### config.mk
export PLATFORM = sky130hd
export DESIGN_NAME = vpcs_regs
export DESIGN_NICKNAME = d
export VERILOG_FILES = /design/src/vpcs_pkg.sv /design/src/vpcs_cfg_if.sv /design/src/vpcs_way_gate.sv /design/src/vpcs_qual_check.sv /design/src/vpcs_regs.sv
export SDC_FILE = /design/constraint.sdc
export NUM_CORES = 1
export LEC_CHECK = 0
export ABC_AREA = 1
export BUFFER_PORTS_ARGS = -buffer_cell sky130_fd_sc_hd__buf_2
export CAP_MARGIN = 10
export CORE_MARGIN = 4
export CORE_UTILIZATION = 45
export DETAILED_ROUTE_END_ITERATION = 10
export PLACE_DENSITY = 0.74
export SYNTH_ARGS = -nofsm -noshare
export SYNTH_HDL_FRONTEND = slang
export SYNTH_SLANG_ARGS = --single-unit
### constraint.sdc
create_clock -name sys_clk -period 1.54 [get_ports sys_clk]
set_input_delay 0.154 -clock sys_clk [delete_from_list [all_inputs] [get_ports sys_clk]]
set_output_delay 0.154 -clock sys_clk [all_outputs]
set_load 0.02 [all_outputs]
### src/vpcs_pkg.sv
// Purpose : constants and types for the per-virtual-processor config and scheduling registers
// Assumes : registers are reached by coprocessor-0 style select numbers, 32-bit data
// Notes   : field positions, reset values and codes are named once here
//
// Behaviour
// - resource config read-only unless config write enabled
// - bits 27:20 report preset udi context count
// - bits 17:10 report preset cop2 context count
// - bits 7:0 report preset cop1 context count
// - resource config unused bits read zero
// - yield mask 31 bits, reset zero, bit31 zero
// - illegal positive yield qualifier raises exception code 3
// - mask bits of missing qualifier inputs tied zero
// - schedule hint resets to zero default
// - vproc hint divides core, thread hint divides vproc
// - feedback register shows retired count since cleared
// - options bits 15:8 exclude icache ways 7..0
// - exclusion acts only when partitioning supported and enabled
// - exclusion blocks allocation only, hits still served
// - bits of absent ways read as zero
// - exception sub-code kept in thread control 18:16
package vpcs_pkg;

    // ------------------------------------------------------------------
    // register selects
    // ------------------------------------------------------------------
    localparam logic [2:0] VPCS_SEL_THREAD_CTRL = 3'h1;  // thread control select
    localparam logic [2:0] VPCS_SEL_RES_CFG     = 3'h3;  // resource config select
    localparam logic [2:0] VPCS_SEL_YQ_MASK     = 3'h4;  // yield qualifier mask select
    localparam logic [2:0] VPCS_SEL_SCHED_HINT  = 3'h5;  // schedule hint select
    localparam logic [2:0] VPCS_SEL_SCHED_FB    = 3'h6;  // schedule feedback select
    localparam logic [2:0] VPCS_SEL_OPTIONS     = 3'h7;  // options select

    // ------------------------------------------------------------------
    // field positions
    // ------------------------------------------------------------------
    localparam int VPCS_UDI_LSB    = 20;  // udi context count 27:20
    localparam int VPCS_COP2_LSB   = 10;  // cop2 context count 17:10
    localparam int VPCS_COP1_LSB   = 0;   // cop1 context count 7:0
    localparam int VPCS_COUNT_W    = 8;   // width of each count
    localparam int VPCS_EXC_LSB    = 16;  // exception sub-code 18:16
    localparam int VPCS_EXC_W      = 3;
    localparam int VPCS_IWX_LSB    = 8;   // icache way exclude 15:8
    localparam int VPCS_WAYS_MAX   = 8;
    localparam int VPCS_YQ_W       = 31;  // mask width, bit 31 reserved

    // ------------------------------------------------------------------
    // reset values and codes
    // ------------------------------------------------------------------
    localparam logic [30:0] VPCS_YQ_RESET    = 31'h0;
    localparam logic [31:0] VPCS_HINT_RESET  = 32'h0;
    localparam logic [31:0] VPCS_FB_RESET    = 32'h0;
    localparam logic [7:0]  VPCS_IWX_RESET   = 8'h0;
    localparam logic [2:0]  VPCS_EXC_RESET   = 3'h0;
    localparam logic [2:0]  VPCS_EXC_BAD_YQ  = 3'h3;  // illegal qualifier sub-code

    // yield check progress
    typedef enum logic [1:0] {VPCS_YQ_IDLE, VPCS_YQ_FAULT} vpcs_yq_state_t;

endpackage

### src/vpcs_cfg_if.sv
`timescale 1ns/1ps
// Purpose : carries the options and partitioning state to the allocation helper
// Assumes : single clock domain
// Notes   : way_exclude and part_active written by the register top, alloc_allowed written by the way gate
interface vpcs_cfg_if;
    logic [7:0] way_exclude;    // stored exclusion bits
    logic       part_active;    // partitioning supported and enabled
    logic [7:0] alloc_allowed;  // ways the allocator may fill
    modport regs (output way_exclude, output part_active, input alloc_allowed);
    modport gate (input way_exclude, input part_active, output alloc_allowed);
endinterface

### src/vpcs_way_gate.sv
`timescale 1ns/1ps
// Purpose : turn exclusion bits into an allocation permit per way
// Assumes : lookups are not gated here at all
// Notes   : combinational; hits in excluded ways stay legal
module vpcs_way_gate (
    vpcs_cfg_if.gate cfg
);
    import vpcs_pkg::*;

    // ------------------------------------------------------------------
    // allocation permit
    // ------------------------------------------------------------------
    // only allocation is masked; hit paths never see this
    always_comb begin
        if (cfg.part_active) begin
            cfg.alloc_allowed = ~cfg.way_exclude;
        end else begin
            cfg.alloc_allowed = 8'hFF;
        end
    end
endmodule

### src/vpcs_qual_check.sv
`timescale 1ns/1ps
// Purpose : decide whether a yield qualifier is legal against the mask
// Assumes : operand is presented with a one-cycle valid
// Notes   : combinational; the top registers the result
module vpcs_qual_check (
    input  wire logic        yield_valid,
    input  wire logic [31:0] qual_operand,
    input  wire logic [30:0] mask,
    output logic             illegal
);
    // positive means sign bit clear and nonzero
    logic positive;  // qualifier form applies

    // ------------------------------------------------------------------
    // legality test
    // ------------------------------------------------------------------
    always_comb begin
        positive = !qual_operand[31] && (qual_operand[30:0] != 31'h0);
        illegal  = yield_valid && positive && ((qual_operand[30:0] & ~mask) != 31'h0);
    end
endmodule

### src/vpcs_regs.sv
`timescale 1ns/1ps
// Purpose : per-virtual-processor resource, yield mask, schedule and options registers
// Assumes : move-to/move-from requests are single-cycle strobes with a select number
// Notes   : read data registered one cycle after the read strobe
module vpcs_regs #(
    parameter int         QUAL_INPUTS = 31,  // implemented qualifier inputs
    parameter int         IC_WAYS     = 8,   // implemented icache ways
    parameter logic [7:0] UDI_COUNT   = 8'h01,
    parameter logic [7:0] COP2_COUNT  = 8'h01,
    parameter logic [7:0] COP1_COUNT  = 8'h01,
    parameter bit         PART_CAP    = 1'b1  // partitioning supported
) (
    input  wire logic        sys_clk,
    input  wire logic        rst_n,
    input  wire logic        clk_en,
    input  wire logic        wr_en,
    input  wire logic        rd_en,
    input  wire logic [2:0]  reg_sel,
    input  wire logic [31:0] wr_data,
    output logic [31:0]      rd_data,
    input  wire logic        config_write_enable,
    input  wire logic        part_enable,
    output logic             partition_capable,
    input  wire logic        yield_valid,
    input  wire logic [31:0] qualifier_operand,
    output logic             thread_exc,
    output logic [2:0]       thread_exc_subcode,
    input  wire logic        retire_pulse,
    output logic [31:0]      vproc_schedule_hint,
    output logic [7:0]       icache_alloc_allowed
);
    import vpcs_pkg::*;

    // ------------------------------------------------------------------
    // state
    // ------------------------------------------------------------------
    typedef struct packed {
        logic [7:0]     udi_cnt;     // udi context count
        logic [7:0]     cop2_cnt;    // cop2 context count
        logic [7:0]     cop1_cnt;    // cop1 context count
        logic [30:0]    yq_mask;     // yield qualifier mask
        logic [31:0]    hint;        // schedule hint
        logic [31:0]    feedback;    // retired count
        logic [7:0]     iwx;         // icache way exclude
        logic [2:0]     exc_code;    // last thread exception sub-code
        logic           exc_pulse;   // exception strobe
        vpcs_yq_state_t yq_state;    // fault marker
        logic [31:0]    rdata;       // read data
        logic           preset_done; // counts loaded after reset
    } vpcs_state_t;

    vpcs_state_t st_reg;   // registered state
    vpcs_state_t st_next;  // next state

    logic [30:0] qual_impl_mask;  // implemented qualifier inputs
    logic [7:0]  way_impl_mask;   // implemented ways
    logic        bad_qual;        // illegal qualifier seen

    vpcs_cfg_if cfg ();

    // ------------------------------------------------------------------
    // helpers
    // ------------------------------------------------------------------
    // absent qualifier inputs and ways become constant zero bits
    always_comb begin
        qual_impl_mask = '0;
        way_impl_mask  = '0;
        for (int i = 0; i < VPCS_YQ_W; i++) begin
            qual_impl_mask[i] = (i < QUAL_INPUTS);
        end
        for (int i = 0; i < VPCS_WAYS_MAX; i++) begin
            way_impl_mask[i] = (i < IC_WAYS);
        end
    end

    vpcs_qual_check u_qual (
        .yield_valid  (yield_valid),
        .qual_operand (qualifier_operand),
        .mask         (st_reg.yq_mask),
        .illegal      (bad_qual)
    );

    assign cfg.way_exclude = st_reg.iwx;
    assign cfg.part_active = PART_CAP && part_enable;

    vpcs_way_gate u_gate (
        .cfg (cfg.gate)
    );

    // ------------------------------------------------------------------
    // next state
    // ------------------------------------------------------------------
    always_comb begin
        st_next           = st_reg;
        st_next.exc_pulse = 1'b0;
        st_next.yq_state  = VPCS_YQ_IDLE;
        // presets are loaded by a clock edge, never by the reset itself
        if (!st_reg.preset_done) begin
            st_next.udi_cnt     = UDI_COUNT;
            st_next.cop2_cnt    = COP2_COUNT;
            st_next.cop1_cnt    = COP1_COUNT;
            st_next.preset_done = 1'b1;
        end
        // retire counting; a software write below wins in the same cycle
        if (retire_pulse) begin
            st_next.feedback = st_reg.feedback + 32'h1;
        end
        if (wr_en) begin
            unique case (reg_sel)
                VPCS_SEL_RES_CFG: begin
                    // ignored unless configuration writes are enabled
                    if (config_write_enable) begin
                        st_next.udi_cnt  = wr_data[VPCS_UDI_LSB +: VPCS_COUNT_W];
                        st_next.cop2_cnt = wr_data[VPCS_COP2_LSB +: VPCS_COUNT_W];
                        st_next.cop1_cnt = wr_data[VPCS_COP1_LSB +: VPCS_COUNT_W];
                    end
                end
                VPCS_SEL_YQ_MASK: begin
                    st_next.yq_mask = wr_data[30:0] & qual_impl_mask;
                end
                VPCS_SEL_SCHED_HINT: begin
                    st_next.hint = wr_data;
                end
                VPCS_SEL_SCHED_FB: begin
                    st_next.feedback = wr_data;
                end
                VPCS_SEL_OPTIONS: begin
                    st_next.iwx = wr_data[VPCS_IWX_LSB +: 8] & way_impl_mask;
                end
                default: begin
                    // thread control and unmapped selects ignore writes
                end
            endcase
        end
        // illegal yield qualifier
        if (bad_qual) begin
            st_next.exc_code  = VPCS_EXC_BAD_YQ;
            st_next.exc_pulse = 1'b1;
            st_next.yq_state  = VPCS_YQ_FAULT;
        end
        // read mux
        if (rd_en) begin
            unique case (reg_sel)
                VPCS_SEL_THREAD_CTRL: begin
                    st_next.rdata = {13'h0, st_next.exc_code, 16'h0};
                end
                VPCS_SEL_RES_CFG: begin
                    st_next.rdata = {4'h0, st_reg.udi_cnt, 2'h0,
                                     st_reg.cop2_cnt, 2'h0, st_reg.cop1_cnt};
                end
                VPCS_SEL_YQ_MASK: begin
                    st_next.rdata = {1'b0, st_reg.yq_mask};
                end
                VPCS_SEL_SCHED_HINT: begin
                    st_next.rdata = st_reg.hint;
                end
                VPCS_SEL_SCHED_FB: begin
                    st_next.rdata = st_reg.feedback;
                end
                VPCS_SEL_OPTIONS: begin
                    st_next.rdata = {16'h0, st_reg.iwx, 8'h0};
                end
                default: begin
                    st_next.rdata = 32'h0;
                end
            endcase
        end
    end

    // ------------------------------------------------------------------
    // state register
    // ------------------------------------------------------------------
    always_ff @(posedge sys_clk or negedge rst_n) begin
        if (!rst_n) begin
            st_reg <= '{udi_cnt: 8'h0, cop2_cnt: 8'h0, cop1_cnt: 8'h0,
                        yq_mask: VPCS_YQ_RESET, hint: VPCS_HINT_RESET,
                        feedback: VPCS_FB_RESET, iwx: VPCS_IWX_RESET,
                        exc_code: VPCS_EXC_RESET, exc_pulse: 1'b0,
                        yq_state: VPCS_YQ_IDLE, rdata: 32'h0, preset_done: 1'b0};
        end else if (clk_en) begin
            st_reg <= st_next;
        end
    end

    // ------------------------------------------------------------------
    // outputs
    // ------------------------------------------------------------------
    // the scheduler splits core bandwidth by this hint first, then by thread
    assign vproc_schedule_hint  = st_reg.hint;
    assign rd_data              = st_reg.rdata;
    assign thread_exc           = st_reg.exc_pulse;
    assign thread_exc_subcode   = st_reg.exc_code;
    assign partition_capable    = PART_CAP;
    assign icache_alloc_allowed = cfg.alloc_allowed & way_impl_mask;
endmodule

; ---- Word-level counts from Yosys, hierarchy flattened
; Index checks and enable logic that the tools add are counted.
[totals]
register_bits = 164
latchBits = 0
mem_bits_rw = 0
mem_bits_ro = 0
input_bits = 76
mem_count = 0
[op_classes]
add_sub_neg = 1
n_mul = 0
div_mod_pow = 0
order_cmp = 0
n_eq_ne = 6
n_shift = 0
mux = 12
bitwise_logic = 3
n_reduce_logical = 10
[ops]
columns = cell, count
row1 = $pmux W32 S6, 1
row2 = $mux W127, 1
row3 = $mux W32, 3
row4 = $mux W24, 3
row5 = $reduce_bool A31 Y1, 2
row6 = $add A32 B1 Y32 const B, 1
row7 = $and A31 B31 Y31, 1
row8 = $mux W31, 1
row9 = $not A31 Y31, 1
row10 = $mux W8, 2
row11 = $eq A3 B3 Y1 const B, 4
row12 = $reduce_and A3 Y1, 3
row13 = $not A8 Y8, 1
row14 = $mux W6, 1
row15 = $eq A3 B1 Y1 const B, 1
row16 = $eq A3 B2 Y1 const B, 1
row17 = $logic_and A1 B1 Y1, 3
row18 = $reduce_and A2 Y1, 1
row19 = $logic_not A1 Y1, 1

; ---- Logic depth before layout (Yosys ltp)
[depth]
depth_word = 6
mapped_depth = 13

; ---- Hierarchy
; Synthesis repeated with hierarchy kept, for this count alone.
[hier_totals]
cells_unflattened = 1253
area_unflattened_um2 = 9153.8
[by_module_without_submodules]
columns = mod, instances, cells_each, area_per_inst_um2, seq_area_each_um2
row1 = vpcs_regs, 1, 1117, 8640.8, 4103.9
row2 = vpcs_qual_check, 1, 127, 478.0, 0.0
row3 = vpcs_way_gate, 1, 9, 35.0, 0.0

; ---- Least setup slack after synthesis
; Ideal clock, no wire load.
[synth_timing]
kind = register -> register
from = register st_reg[47] (netlist name)
to = register st_reg[73] (netlist name)
arrival_ns = 1.494
t_required_ns = 1.410
setup_slack_ns = -0.084
stages_incl_launch_ff = 10
path_buffers = 0
cell_sequence = dfrtp_1 > ha_1 > nand2_1 > nor2_1 > and2_1 > nand2_1 > nor2_1 > a21oi_1 > o21ai_0 > o21ai_0
[synth_via]
elab_chain_len = 4
[synth_lines]
columns = item, line_no
row1 = start: declaration, vpcs_regs.sv:52  ; vpcs_state_t st_reg;
row2 = start signal: assignment, vpcs_regs.sv:175  ; st_reg <= '{udi_cnt: 8'h0, cop2_cnt: 8'h0, cop1_cnt: 8'h0,
row3 = start signal: assignment, vpcs_regs.sv:181  ; st_reg <= st_next;
row4 = $add A32 B1 Y32 *, vpcs_regs.sv:106  ; st_next.feedback = st_reg.feedback + 32'h1;
row5 = $mux W32 *, vpcs_regs.sv:105  ; if (retire_pulse) begin
row6 = $mux W32, vpcs_regs.sv:109  ; unique case (reg_sel)
row7 = $mux W127 *, vpcs_regs.sv:108  ; if (wr_en) begin
; Every way passes the cells marked *; elsewhere a longest branch is shown, timed or not.
; A chain may end at the register's enable or synchronous reset.

; ---- Worst setup path in the final report
[layout_timing]
from = register st_reg[52] (netlist name)
to = register st_reg[53] (netlist name)
; Same word-level chain as after synthesis.

==> impl_metrics.csv <==
group,metric,value,unit
power,p_int,9130,uW
final_layout,fin_util,58.2,%
hold_path,min-delay-start,"wr_data[18]",
outcome,violations,"setup timing",
global_route,grt_max_degree,41,
worst_setup_path,crit_path_start_kind,"register",
final_layout,area.sequential,4110,sq um
timing,rsz0062_at_grt,"yes",
final_layout,fill_cells,1787,
final_layout,num_antenna_cells,0,
final_layout,layout.cells.non_filler,1647,
timing,min_period,1.70,ns
power,pwr_density_cell,1260,nW/um^2
worst_setup_path,reg2reg_depth,10,
floorplan,initial_utilization,45.6,%
synthesis,ys_ff_latch,164,
routing,drc,0,
placement,post-place-ws,-0.194,ns
synthesis,avgSynthCellArea,7.60,sq um
routing,wl,30.3,mm
global_route,grt_pass1_vias,8405,
global_route,grt_pass1_wl,46.8,mm
worst_setup_path,required,1.85,ns
outcome,outcome,"complete, but fails checks",
routing,final_antenna_net_count,0,
clocking,numClockSinks,164,
global_route,antenna_found_initial,0,
flow_run,cap_violations,0,
synthesis,synthCells,1164,
floorplan,die_w,148,um
final_layout,largest_reg_flops,88,
placement,portBuffers,151,
hold_path,min_to,"vproc_schedule_hint[18]$_DFFE_PN0P_",
floorplan,rows,51,
clocking,root_buffer,"clkbuf_16",
routing,viasPerCell,5.29,
global_route,track_usage,27.6,%
timing,slew_viol_final,0,
power,sw_frac_of_total,36.0,%
clocking,cts_buffer_depth,2,
final_layout,nets,1446,
timing,tns,-0.766,ns
final_layout,drive_above_1_share,27.4,%
placement,gp_congestion,0.951,
routing,drt-initial-drc-count,823,
clocking,numCtsBuffers,17,
timing,hold_viol,0,
clocking,htree_levels,4,
floorplan,die_h,148,um
placement,place_hpwl,22.6,mm
hold_path,min-delay-path-class,"in2reg",
synthesis,async_reset_ff_share,100,%
routing,vias,8714,
worst_setup_path,rrSetupSlack,-0.16,ns
timing,skew,0.00718,ns
clocking,clk_latency,0.43,ns
power,clkPwrFrac,28.8,%
worst_setup_path,worst_r2r_endpoint,"st_reg[53]$_DFFE_PN0P_",
worst_setup_path,crit_arrival,2.01,ns
clocking,clk_pin_slew,0.07,ns
worst_setup_path,worstSetupPathType,"reg2reg",
floorplan,dieArea,22000,sq um
final_layout,multiInputGateArea,3730,sq um
power,p_switching,5120,uW
synthesis,synth_nets,1241,
timing,hold-worst-slack,0.0181,ns
worst_setup_path,worstPathMaxFanout,3,
synthesis,ys_seq_area_share,46.4,%
synthesis,synth.distinct_cells,42,
routing,dr.pass1.iters,7,
timing,finalCritPeriodShare,111,%
routing,wl_per_cell,18.4,um
clocking,cts_tree,"yes",
synthesis,synth_area,8840,sq um
power,pwr-share-comb,30.0,%
synthesis,ys_warn_count,0,
floorplan,ios,153,
synthesis,ys.flop_type,"dfrtp_1",
worst_setup_path,r2r_start,"st_reg[52]$_DFFE_PN0P_",
synthesis,synth_edf_count,0,
hold_path,min_path_cells,3,
power,leakage,0.00580,uW
worst_setup_path,critPathCaptureType,"register",
timing,max_freq,0.587,GHz
placement,place_inst,1580,
final_layout,area_delta_synth_final,27.6,%
global_route,overflow,0,
power,peakVddDrop,825,uV
timing,setup-violations-final,12,
timing,setup_slack,-0.162,ns
power,pwr-share-seq,41.2,%
floorplan,fp.coreArea,19400,sq um
==> power by group through the flow <==
stage / registers (uW) / clock network [uW] / logic (uW)
floorplan: 5750 / 0 / 2590
detailed placement: 5900 / 0 / 3890
CTS: 5840 / 4150 / 4030
global placement: 5880 / 0 / 3820
finish: 5870 / 4100 / 4270
global route: 5980 / 4350 / 4680
==> layer usage <==
metal / GRT usage (%) / up-vias / wire length, um
met5: 0 / - / 0
met4: 11.5 / 0 / 1350
met3: 4.75 / 93 / 2140
met2: 44.5 / 445 / 14100
met1: 37.2 / 4105 / 12700
li1: - / 4071 / -
==> timing repair <==
| action | 4_1_cts | 5_1_grt |
|---|---|---|
| hold buffers | 18 | 0 |
| pin swaps | 10 | 23 |
| setup endpoints to repair | 20 | 29 |
| setup buffers | 5 | 12 |
| endpoints found under the hold margin | 169 | 0 |
| resized for setup | 36 | 56 |
==> synthesized netlist by cell type (8+ instances only) <==
cell type  number  area [sq um]
inv_1         137           514
buf_2          12          60.1
o22ai_1        31           194
a21oi_1        38           190
nor3_1          8          40.0
xor2_1         15           131
dfrtp_1       164          4100
o21ai_1         8          40.0
clkbuf_1       27           101
nor2_1         80           300
nand2_1       331          1240
buf_4          68           510
o21ai_0       148           741
nand3_1        30           150
==> final cells by class <==
type | count | share of cell area, %
Clock buffer | 18 | 3.80
Clock inverter | 14 | 1.15
Inverter | 145 | 4.84
Multi-Input combinational cell | 744 | 33.1
Sequential cell | 164 | 36.4
Tap cell | 265 | 2.94
Timing Repair Buffer | 297 | 17.8
==> through the flow <==
| stage | power [uW] | area (sq um) |
|---|---|---|
| detailed placement | 9790 | 10200 |
| floorplan | 8330 | 8850 |
| finish | 14200 | 11300 |
| global route | 15000 | 11300 |
| global placement | 9700 | 10200 |
| CTS | 14000 | 11100 |
==> worst max-delay path, stage by stage, from the launching register on <==
cell	delay (ns)
dfrtp_1	0.42
nand2_1	0.14
buf_4	0.16
inv_1	0.07
nand2_2	0.07
buf_4	0.13
buf_4	0.12
buf_4	0.13
xor2_1	0.13
o21ai_1	0.12
o21ai_1	0.09
==> cell usage in the layout (no fill, tap or decap), types with 4 or more instances in the layout <==
master	netlist	routed
a21oi_1	38	37
a221oi_1	4	4
buf_12	0	8
buf_2	12	150
buf_4	68	119
clkbuf_16	0	17
clkinvlp_4	0	5
dfrtp_1	164	163
dlygate4sd3_1	0	18
inv_1	137	132
inv_2	4	9
nand2_1	331	316
nand2_2	3	14
nand2_4	0	4
nand3_1	30	23
nand3_2	1	7
nand4_1	6	6
nor2_1	80	70
nor2_4	1	10
nor3_1	8	4
o2111ai_1	7	7
o21ai_0	148	117
o21ai_1	8	38
o221ai_1	4	4
o22ai_1	31	31
xor2_1	15	15
==> logic make-up (layout without fill, tap and decap cells) <==
logic type / count (synthesis) / after routing / synth area share [%]
muxes: 1 / 1 / 0.127
and+or+nand+nor: 473 / 473 / 21.8
AOI/OAI and AO/OA: 251 / 251 / 15.8
xor gates and xnor gates: 17 / 17 / 1.68
buffers and inverters: 256 / 474 / 14.0
adders and majority gates: 1 / 1 / 0.141
other: 1 / 1 / 0.0424
DFF: 164 / 164 / 46.4
==> how the worst max path moves through the flow <==
stage | to | start | slack [ns] | cells past startpoint
finish | st_reg[53]$_DFFE_PN0P_ | st_reg[52]$_DFFE_PN0P_ | -0.16 | 10
global route | st_reg[69]$_DFFE_PN0P_ | st_reg[52]$_DFFE_PN0P_ | -0.24 | 9
CTS | st_reg[69]$_DFFE_PN0P_ | st_reg[48]$_DFFE_PN0P_ | -0.09 | 9
detailed placement | st_reg[73]$_DFFE_PN0P_ | st_reg[47]$_DFFE_PN0P_ | -0.19 | 9
global placement | st_reg[61]$_DFFE_PN0P_ | st_reg[47]$_DFFE_PN0P_ | -0.06 | 8
floorplan | st_reg[73]$_DFFE_PN0P_ | st_reg[47]$_DFFE_PN0P_ | 0.003 | 9
Note: power is estimated with default switching activity, not from simulation.
